--- config.mk ---
export PLATFORM = sky130hd
export DESIGN_NAME = ocp_output_compare
export DESIGN_NICKNAME = d
export VERILOG_FILES = /design/src/ocp_output_compare.v /design/src/ocp_timebase.v
export VERILOG_INCLUDE_DIRS = /design/src
export SDC_FILE = /design/constraint.sdc
export NUM_CORES = 1
export LEC_CHECK = 0
export ABC_AREA = 1
export BUFFER_PORTS_ARGS = -buffer_cell sky130_fd_sc_hd__buf_2
export CORE_ASPECT_RATIO = 0.6
export CORE_UTILIZATION = 53
export CTS_BUF_LIST = sky130_fd_sc_hd__clkbuf_4
export DETAILED_ROUTE_END_ITERATION = 7
export GPL_ROUTABILITY_DRIVEN = 0
export HOLD_SLACK_MARGIN = 0.12
export PLACE_DENSITY_LB_ADDON = 0.15
export SYNTH_ARGS = -nofsm -noshare
export SYNTH_HDL_FRONTEND = slang
export SYNTH_SLANG_ARGS = --single-unit
--- constraint.sdc ---
create_clock -name ref_clk -period 4.4 [get_ports ref_clk]
set_input_delay 0.66 -clock ref_clk [delete_from_list [all_inputs] [get_ports ref_clk]]
set_output_delay 0.66 -clock ref_clk [all_outputs]
set_load 0.03 [all_outputs]
--- src/ocp_map.vh ---
// Register map and field layout of the output compare channel.
// Assumes 32-bit APB access with one register per aligned word.
`ifndef OCP_MAP_VH
`define OCP_MAP_VH
// Byte offsets
`define OCP_CONTROL_OFF    8'h00
`define OCP_PRIMARY_OFF    8'h04
`define OCP_SECONDARY_OFF  8'h08
`define OCP_IRQ_FLAG_OFF   8'h0C
`define OCP_IRQ_EN_OFF     8'h10
`define OCP_TB0_CTRL_OFF   8'h14
`define OCP_TB0_PERIOD_OFF 8'h18
`define OCP_TB0_COUNT_OFF  8'h1C
`define OCP_TB1_CTRL_OFF   8'h20
`define OCP_TB1_PERIOD_OFF 8'h24
`define OCP_TB1_COUNT_OFF  8'h28
// Field positions
`define OCP_MODE_LSB       0
`define OCP_MODE_MSB       2
`define OCP_TSEL_BIT       3
`define OCP_FAULT_BIT      4
`define OCP_RUN_BIT        15
// Mode codes
`define OCP_MODE_OFF       3'h0
`define OCP_MODE_SET_HIGH  3'h1
`define OCP_MODE_SET_LOW   3'h2
`define OCP_MODE_TOGGLE    3'h3
`define OCP_MODE_SINGLE    3'h4
`define OCP_MODE_CONT      3'h5
`define OCP_MODE_PWM       3'h6
`define OCP_MODE_PWM_FLT   3'h7
// Reset values
`define OCP_RST16          16'h0000
`define OCP_PERIOD_RST     16'hFFFF
`endif

--- src/ocp_output_compare.v ---
// Output compare channel with single pulse, continuous pulse and PWM.
// Assumes an APB master on ref_clk and a synchronous fault input.
// Operation
// RL1 - Single-pulse code drives output low, arms
// RL2 - Pulse modes: primary match drives high
// RL3 - Single pulse: secondary match low, done
// RL4 - Single pulse: secondary match sets flag
// RL5 - Rewriting single-pulse code rearms pulse
// RL6 - Continuous: low, then pulse each period
// RL7 - Count wraps to zero at period
// RL8 - Continuous: every secondary match sets flag
// RL9 - Control bit 3 selects time base
// RL10 - Time base counts only while run set
// RL11 - Software keeps period at least secondary
// RL12 - PWM: primary register read-only
// RL13 - PWM: secondary copied at period match
// RL14 - Primary value sets first PWM duty
// RL15 - Period N gives N+1 counts
// RL16 - Duty zero holds output low
// RL17 - Duty above period holds output high
// RL18 - Duty equal period: low one count
// RL19 - Software enables interrupt for fault use
// RL20 - Code 111 PWM with fault, 110 without
// RL21 - Fault status set by fault, hardware-cleared
// RL22 - Codes 000 off, 001, 010, 011
// RL23 - Select one picks second time base
// RL24 - Fault forces output low until rewrite
// RL25 - All values 16 bits, exact compare
//
// The placing of the registers and register access over APB were decided locally.
`timescale 1ns/10ps
`default_nettype none
`include "ocp_map.vh"
module ocp_output_compare (
  input  wire        ref_clk,            // Core clock, 10 MHz
  input  wire        sys_rst,            // Async reset, high
  input  wire        psel,               // APB select
  input  wire        penable,            // APB enable
  input  wire        pwrite,             // APB direction
  input  wire [7:0]  paddr,              // APB byte address
  input  wire [31:0] pwdata,             // APB write data
  output reg  [31:0] prdata,             // APB read data
  output reg         pready,             // APB ready
  output reg         pslverr,            // APB error, unmapped
  input  wire        fault_input_pin,    // Fault, active high
  output reg         compare_output_pin, // Compare output
  output reg         compare_irq         // Interrupt request
);
  // Software-visible state, then internal pulse and output state
  reg [2:0]  compare_mode_select;     // Mode field
  reg        timebase_select;         // Time base choice
  reg        fault_status;            // Fault latched
  reg [15:0] primary_compare_value;   // Primary / duty
  reg [15:0] secondary_compare_value; // Secondary / next duty
  reg        compare_irq_flag;        // Sticky flag
  reg        compare_irq_enable;      // Flag gate
  reg        run0;                    // First time base run
  reg        run1;                    // Second time base run
  reg [15:0] period0;                 // First period
  reg [15:0] period1;                 // Second period
  reg        armed;                   // Single pulse pending
  reg        next_out;                // Output next value
  reg        next_flag_set;           // Event this cycle

  wire [15:0] count0;   // First count
  wire [15:0] count1;   // Second count
  wire        hit0;     // First period match
  wire        hit1;     // Second period match
  wire [15:0] timer_count;       // Selected count
  wire        timebase_run;       // Selected run
  wire        period_hit;         // Selected period match

  // APB phase decode; pready rises in the access phase only
  wire setup   = psel && !penable;
  wire wr_en   = psel && penable && pwrite && pready;
  wire mapped  = addr_ok(paddr);
  wire mode_wr = wr_en && (paddr == `OCP_CONTROL_OFF);

  // Address decode used by the error path only; writes decode paddr directly
  function addr_ok;
    input [7:0] a;
    begin
      case (a)
        `OCP_CONTROL_OFF, `OCP_PRIMARY_OFF, `OCP_SECONDARY_OFF,
        `OCP_IRQ_FLAG_OFF, `OCP_IRQ_EN_OFF, `OCP_TB0_CTRL_OFF,
        `OCP_TB0_PERIOD_OFF, `OCP_TB0_COUNT_OFF, `OCP_TB1_CTRL_OFF,
        `OCP_TB1_PERIOD_OFF, `OCP_TB1_COUNT_OFF: addr_ok = 1'b1;
        default: addr_ok = 1'b0;
      endcase
    end
  endfunction

  // PWM codes share the read-only duty behaviour
  function is_pwm;
    input [2:0] m;
    begin
      is_pwm = (m == `OCP_MODE_PWM) || (m == `OCP_MODE_PWM_FLT); // see RL20
    end
  endfunction

  // Two time bases, identical hardware
  ocp_timebase u_tb0 (
    .ref_clk    (ref_clk),
    .sys_rst    (sys_rst),
    .run        (run0),
    .period     (period0),
    .load       (wr_en && (paddr == `OCP_TB0_COUNT_OFF)),
    .load_value (pwdata[15:0]),
    .count      (count0),
    .period_hit (hit0)
  );
  ocp_timebase u_tb1 (
    .ref_clk    (ref_clk),
    .sys_rst    (sys_rst),
    .run        (run1),
    .period     (period1),
    .load       (wr_en && (paddr == `OCP_TB1_COUNT_OFF)),
    .load_value (pwdata[15:0]),
    .count      (count1),
    .period_hit (hit1)
  );

  // Time base selection; one picks the second timer
  assign timer_count        = timebase_select ? count1 : count0;  // see RL9, RL23
  assign timebase_run       = timebase_select ? run1 : run0;      // see RL10
  assign period_hit         = timebase_select ? hit1 : hit0;

  // Matches count only while the time base runs, full-width equality
  wire prim_match = timebase_run && (timer_count == primary_compare_value);   // see RL25
  wire sec_match  = timebase_run && (timer_count == secondary_compare_value); // see RL25
  wire fault_hit  = (compare_mode_select == `OCP_MODE_PWM_FLT) && fault_input_pin;
  // Trailing match ends only a begun pulse, so a rearm mid-period still pulses
  wire pulse_end  = armed && sec_match && (compare_output_pin || prim_match); // see RL5

  // Output and event decision per mode
  always @* begin
    next_out      = compare_output_pin;
    next_flag_set = 1'b0;
    case (compare_mode_select)
      `OCP_MODE_OFF: begin
        next_out = 1'b0; // see RL22
      end
      `OCP_MODE_SET_HIGH: begin
        if (prim_match) begin
          next_out      = 1'b1; // see RL22
          next_flag_set = 1'b1;
        end
      end
      `OCP_MODE_SET_LOW: begin
        if (prim_match) begin
          next_out      = 1'b0; // see RL22
          next_flag_set = 1'b1;
        end
      end
      `OCP_MODE_TOGGLE: begin
        if (prim_match) begin
          next_out      = !compare_output_pin; // see RL22
          next_flag_set = 1'b1;
        end
      end
      `OCP_MODE_SINGLE: begin
        // Secondary checked last: equal values end in low
        if (armed && prim_match) begin
          next_out = 1'b1; // see RL2
        end
        if (pulse_end) begin
          next_out      = 1'b0; // see RL3
          next_flag_set = 1'b1; // see RL4
        end
      end
      `OCP_MODE_CONT: begin
        if (prim_match) begin
          next_out = 1'b1; // see RL2, RL6
        end
        if (sec_match) begin
          next_out      = 1'b0; // see RL6
          next_flag_set = 1'b1; // see RL8
        end
      end
      `OCP_MODE_PWM, `OCP_MODE_PWM_FLT: begin
        // High while count is below duty; covers 0 %, 100 % and equal cases
        next_out = (timer_count < primary_compare_value); // see RL16, RL17, RL18
        if (fault_status || fault_hit) begin
          next_out = 1'b0; // see RL24
        end
        if (fault_hit && !fault_status) begin
          next_flag_set = 1'b1; // see RL19
        end
      end
      default: begin
        next_out = 1'b0;
      end
    endcase
    // A mode write re-initialises the pin over any match; PWM codes keep its level
    if (mode_wr) begin
      case (pwdata[`OCP_MODE_MSB:`OCP_MODE_LSB])
        `OCP_MODE_SET_LOW: next_out = 1'b1;
        `OCP_MODE_PWM, `OCP_MODE_PWM_FLT: next_out = compare_output_pin;
        default: next_out = 1'b0; // see RL1, RL6
      endcase
    end
  end

  // Control and compare registers
  always @(posedge ref_clk or posedge sys_rst) begin
    if (sys_rst) begin
      compare_mode_select     <= `OCP_MODE_OFF;
      timebase_select         <= 1'b0;
      fault_status            <= 1'b0;
      primary_compare_value   <= `OCP_RST16;
      secondary_compare_value <= `OCP_RST16;
      compare_irq_enable      <= 1'b0;
      run0                    <= 1'b0;
      run1                    <= 1'b0;
      period0                 <= `OCP_PERIOD_RST;
      period1                 <= `OCP_PERIOD_RST;
      armed                   <= 1'b0;
      compare_output_pin      <= 1'b0;
    end else begin
      compare_output_pin <= next_out;
      // Single pulse consumed by its trailing match
      if ((compare_mode_select == `OCP_MODE_SINGLE) && pulse_end) begin
        armed <= 1'b0; // see RL3
      end
      // Fault latches; only a mode rewrite clears it
      if (fault_hit) begin
        fault_status <= 1'b1; // see RL21
      end
      // Double buffer: next duty taken at the period boundary
      if (is_pwm(compare_mode_select) && period_hit) begin
        primary_compare_value <= secondary_compare_value; // see RL13, RL15
      end
      if (wr_en) begin
        case (paddr)
          `OCP_CONTROL_OFF: begin
            compare_mode_select <= pwdata[`OCP_MODE_MSB:`OCP_MODE_LSB];
            timebase_select     <= pwdata[`OCP_TSEL_BIT];
            armed               <= 1'b1; // see RL1, RL5
            fault_status        <= 1'b0; // see RL24
          end
          `OCP_PRIMARY_OFF: begin
            // Duty register is read-only in PWM; first duty kept as loaded
            if (!is_pwm(compare_mode_select)) begin
              primary_compare_value <= pwdata[15:0]; // see RL12, RL14
            end
          end
          `OCP_SECONDARY_OFF: secondary_compare_value <= pwdata[15:0];
          `OCP_IRQ_EN_OFF:    compare_irq_enable <= pwdata[0];
          `OCP_TB0_CTRL_OFF:  run0 <= pwdata[`OCP_RUN_BIT];
          `OCP_TB0_PERIOD_OFF: period0 <= pwdata[15:0];
          `OCP_TB1_CTRL_OFF:  run1 <= pwdata[`OCP_RUN_BIT];
          `OCP_TB1_PERIOD_OFF: period1 <= pwdata[15:0];
          default: begin
          end
        endcase
      end
    end
  end

  // Sticky flag: write one to clear, a new event wins over the clear
  always @(posedge ref_clk or posedge sys_rst) begin
    if (sys_rst) begin
      compare_irq_flag <= 1'b0;
      compare_irq      <= 1'b0;
    end else begin
      if (next_flag_set) begin
        compare_irq_flag <= 1'b1; // see RL4, RL8
      end else if (wr_en && (paddr == `OCP_IRQ_FLAG_OFF) && pwdata[0]) begin
        compare_irq_flag <= 1'b0;
      end
      // Request only when enabled; one cycle behind the flag
      compare_irq <= compare_irq_flag && compare_irq_enable; // see RL4
    end
  end

  // APB answer: read data and ready captured in the setup cycle
  always @(posedge ref_clk or posedge sys_rst) begin
    if (sys_rst) begin
      prdata  <= 32'h00000000;
      pready  <= 1'b0;
      pslverr <= 1'b0;
    end else begin
      pready  <= setup;
      pslverr <= setup && !mapped;
      prdata  <= 32'h00000000;
      if (setup && !pwrite) begin
        case (paddr)
          `OCP_CONTROL_OFF: begin
            prdata[`OCP_MODE_MSB:`OCP_MODE_LSB] <= compare_mode_select;
            prdata[`OCP_TSEL_BIT]  <= timebase_select;
            prdata[`OCP_FAULT_BIT] <= fault_status;
          end
          `OCP_PRIMARY_OFF:    prdata[15:0] <= primary_compare_value;
          `OCP_SECONDARY_OFF:  prdata[15:0] <= secondary_compare_value;
          `OCP_IRQ_FLAG_OFF:   prdata[0] <= compare_irq_flag;
          `OCP_IRQ_EN_OFF:     prdata[0] <= compare_irq_enable;
          `OCP_TB0_CTRL_OFF:   prdata[`OCP_RUN_BIT] <= run0;
          `OCP_TB0_PERIOD_OFF: prdata[15:0] <= period0;
          `OCP_TB0_COUNT_OFF:  prdata[15:0] <= count0;
          `OCP_TB1_CTRL_OFF:   prdata[`OCP_RUN_BIT] <= run1;
          `OCP_TB1_PERIOD_OFF: prdata[15:0] <= period1;
          `OCP_TB1_COUNT_OFF:  prdata[15:0] <= count1;
          default: begin
          end
        endcase
      end
    end
  end
  // Period below secondary is not trapped: software keeps the order, see RL11
  // A secondary beyond the period never matches, so a pulse would stay high
endmodule
`default_nettype wire

--- src/ocp_timebase.v ---
// One 16-bit timer time base: counts while running, wraps at period.
// Assumes software loads count and period through the parent's bus.
`timescale 1ns/10ps
`default_nettype none
`include "ocp_map.vh"
module ocp_timebase (
  input  wire        ref_clk,    // Core clock
  input  wire        sys_rst,    // Async reset, high
  input  wire        run,        // Count enable
  input  wire [15:0] period,     // Period value
  input  wire        load,       // Software count write
  input  wire [15:0] load_value, // Value to load
  output reg  [15:0] count,      // Current count
  output wire        period_hit  // Count equals period while running
);
  // Match qualified by run so a stopped timer raises no events
  assign period_hit = run && (count == period);

  // Counter: load beats counting, wrap to zero at period
  always @(posedge ref_clk or posedge sys_rst) begin
    if (sys_rst) begin
      count <= `OCP_RST16;
    end else if (load) begin
      count <= load_value;
    end else if (period_hit) begin
      count <= `OCP_RST16; // see RL7
    end else if (run) begin
      count <= count + 16'h0001; // see RL10
    end
  end
endmodule
`default_nettype wire

==> impl_metrics.csv <==
group,metric,value,unit
status,status,"complete, no violations",
worst_setup_path,max_stage_delay,0.58,ns
worst_setup_path,path_cells,"inv_1 > o21ai_0 > a21oi_1 > nand2_1 > nor2_1 > nand3_1 > nand2_2 > nand3_2 > nand2_1 > nand3_1 > o21ai_0",
sta,worstMarginPinSlew,0.763,ns
logic_synthesis,ys_ff_latch,126,
cts,clock_sinks,126,
routing,vias,8192,
power,vdd_drop_max,0.171,mV
floorplanning,rows,34,
sta,finalCritPeriodShare,66.8,%
cts,cts_buffers,17,
cts,holdBufCountCts,0,
placement,portBuffers,49,
routing,wl_per_cell,20.6,um
global_route,grt_pass1_vias,7321,
sta,finalSetupTns,0,ns
floorplanning,initial_core_util,54.6,%
routing,drtAntennaViolNets,0,
global_route,grt_pass1_wl,42300,um
cts,clkTransAtPathRegs,0.14,ns
cts,cts_root_buf,"clkbuf_4",
cts,cts_resized,0,
logic_synthesis,synth_flop_cell,"dfrtp_1",
logic_synthesis,yosysWarningCount,0,
routing,drt_first_pass_iters,6,
layout,final_cells,1333,
logic_synthesis,synth.area.top_cells,"dfrtp_1 30%, nand2_1 14%, dfstp_2 11%",
layout,antenna_cells,0,
logic_synthesis,yosysTopAreaCell,"dfrtp_1",
placement,dp_hpwl,19800,um
routing,finalWirelength,27500,um
global_route,antenna_found_initial,0,
worst_setup_path,critPathArrivalTime,3.41,ns
cts,cts_tree,"built",
sta,hold_viol,0,
cts,cts_setup_buffers,0,
floorplanning,core-area,14600,um2
worst_setup_path,startpoint_type,"flip-flop",
logic_synthesis,yosysMostFrequentCell,"nand2_1",
worst_setup_path,r2r_cells,11,
worst_setup_path,worst-endpoint-required,4.87,ns
power,sw_frac_of_total,30.4,%
power,clkPwrFrac,38.9,%
sta,skew,0.0216,ns
power,power_frac_seq,47.1,%
global_route,globalRouteTotalUtil,36.3,%
job,cap_violations,0,
layout,area_growth,8.53,%
worst_setup_path,critPathKind,"flip-flop to flip-flop",
global_route,grt_overflow,0,
logic_synthesis,syn_area,7970,um2
layout,nNetsFinal,1186,
floorplanning,die_h,97.0,um
sta,max_freq,340,MHz
logic_synthesis,avgSynthCellArea,7.36,um2
routing,drt_iter0_drc,1089,
floorplanning,die_w,160,um
logic_synthesis,yosys-top-cells-count,"291 x nand2_1, 114 x inv_1, 94 x dfrtp_1",
layout,layout-drive-gt1-share,14.4,%
cts,htree_num_levels,4,
sta,rsz0062_at_grt,"no",
logic_synthesis,async_flop_share,100,%
routing,via_per_inst,6.15,
routing,drc,0,
sta,period_needed,2.94,ns
sta,setup_viol,0,
worst_setup_path,crit_fanout,17,
logic_synthesis,yosysUniqueCellTypes,49,
sta,slew_viol_final,0,
cts,clk-insertion-delay-late,0.56,ns
power,p_per_area,303,nW/um2
power,power.internal,0.00182,W
logic_synthesis,syn_inst,1083,
floorplanning,io-pin-count,82,
global_route,grt_max_degree,46,
logic_synthesis,synth_top_area_share,29.5,%
worst_setup_path,cp-end-kind,"flip-flop",
logic_synthesis,synth.yosys.seq_area_share,40.1,%
sta,slew_headroom,48.8,%
min_path,hp-class,"input pin to asynchronous set/reset pin",
placement,dp_cells,1301,
power,p_leak,3.96,nW
cts,clockBufferDepth,2,
worst_setup_path,slowest_stage,"nand3_2",
power,power.switching,0.000798,W
power,combPwrFrac,14.0,%
logic_synthesis,synth_edf_count,0,
floorplanning,dieArea,15500,um2
layout by cell type, fill, tap and decap left out, drive strengths merged, types with 20 or more instances in the layout:
cell type	synthesis	routed
nand2	298	298
inv	133	136
o21ai	103	103
dfrtp	94	94
nand3	85	85
nor2	66	66
buf	32	59
nand4	40	40
o22ai	34	34
dfstp	32	32
a21oi	27	27
nor3	20	20
power by group through the flow:
stage | Clock (W) | Combinational, W | Sequential, W
after detailed placement | 0 | 0.000353 | 0.00125
after floorplan | 0 | 0.000249 | 0.00125
final | 0.00102 | 0.000368 | 0.00123
after CTS | 0.00102 | 0.000355 | 0.00123
after global routing | 0.00106 | 0.000411 | 0.00124
after global placement | 0 | 0.000346 | 0.00125
critical path, delay by kind of cell (launching register included):
kind,cells,cell delay (ns)
flip-flops,1,0.44
AND/OR/NAND/NOR,7,1.76
AO/OA/AOI/OAI,3,0.41
buffers and inverters,1,0.23
sequential cells by signal, indices dropped and copies added (netlist names), 3 cells and up:
| name | count |
|---|---|
| secondary_compare_value | 16 |
| u_tb0.count | 16 |
| compare_mode_select | 3 |
| period1 | 16 |
| primary_compare_value | 16 |
| period0 | 16 |
| prdata | 16 |
| u_tb1.count | 16 |
cell families (layout without fill, tap and decap cells):
group                      count (synthesis)  in the layout  share of synthesized area, %
adders and majority gates                 18             18                          2.83
other                                      1             16                        0.0471
DFF                                      126            126                          40.1
AOI/OAI and AO/OA                        214            214                          16.0
buffers and inverters                    189            226                          10.1
and+or+nand+nor                          517            517                          29.0
xor gates and xnor gates                  18             18                          1.98
metrics by stage:
step / util (%) / setup WS (ns) / total power [W] / hold WS [ns] / cell area, um2
5_1_grt: 59.3 / 1.33 / 0.00271 / 0.158 / 8650
3_5_place_dp: 56.9 / 1.30 / 0.00161 / 0.471 / 8300
4_1_cts: 59.3 / 1.65 / 0.00261 / 0.126 / 8650
3_3_place_gp: 56.9 / 1.36 / 0.00160 / 0.462 / 8300
2_1_floorplan: - / 0.437 / 0.00150 / 0.453 / 8020
6_report: 59.3 / 1.46 / 0.00262 / 0.129 / 8650
worst paths after layout:
path                           startpoint  slack, ns                       end
min                               sys_rst       0.13                 prdata[6]
min in group ref_clk              penable       0.30                    pready
max in group asynchronous         sys_rst       3.27                period0[0]
max reg2reg                u_tb0.count[0]       1.46  primary_compare_value[2]
max                        u_tb0.count[0]       1.46  primary_compare_value[2]
min reg2reg                    period0[7]       0.49                period0[7]
final cells by class:
cell class                      count  area [um2]
Tap cell                          198         248
Inverter                          135         512
Sequential cell                   126        3190
Multi-Input combinational cell    783        4020
Clock inverter                     14         215
Clock buffer                       18         135
Fill cell                        1423        5950
Timing Repair Buffer               59         320
layer usage:
| layer | global-route usage, % | share of wire (%) | vias up |
|---|---|---|---|
| met1 | 56.4 | 45 | 3795 |
| met5 | 0 | 0 | - |
| li1 | - | - | 3714 |
| met2 | 44.7 | 37 | 619 |
| met3 | 14.1 | 16 | 64 |
| met4 | 11.1 | 2.3 | 0 |
Note: power is estimated with default switching activity, not from simulation.
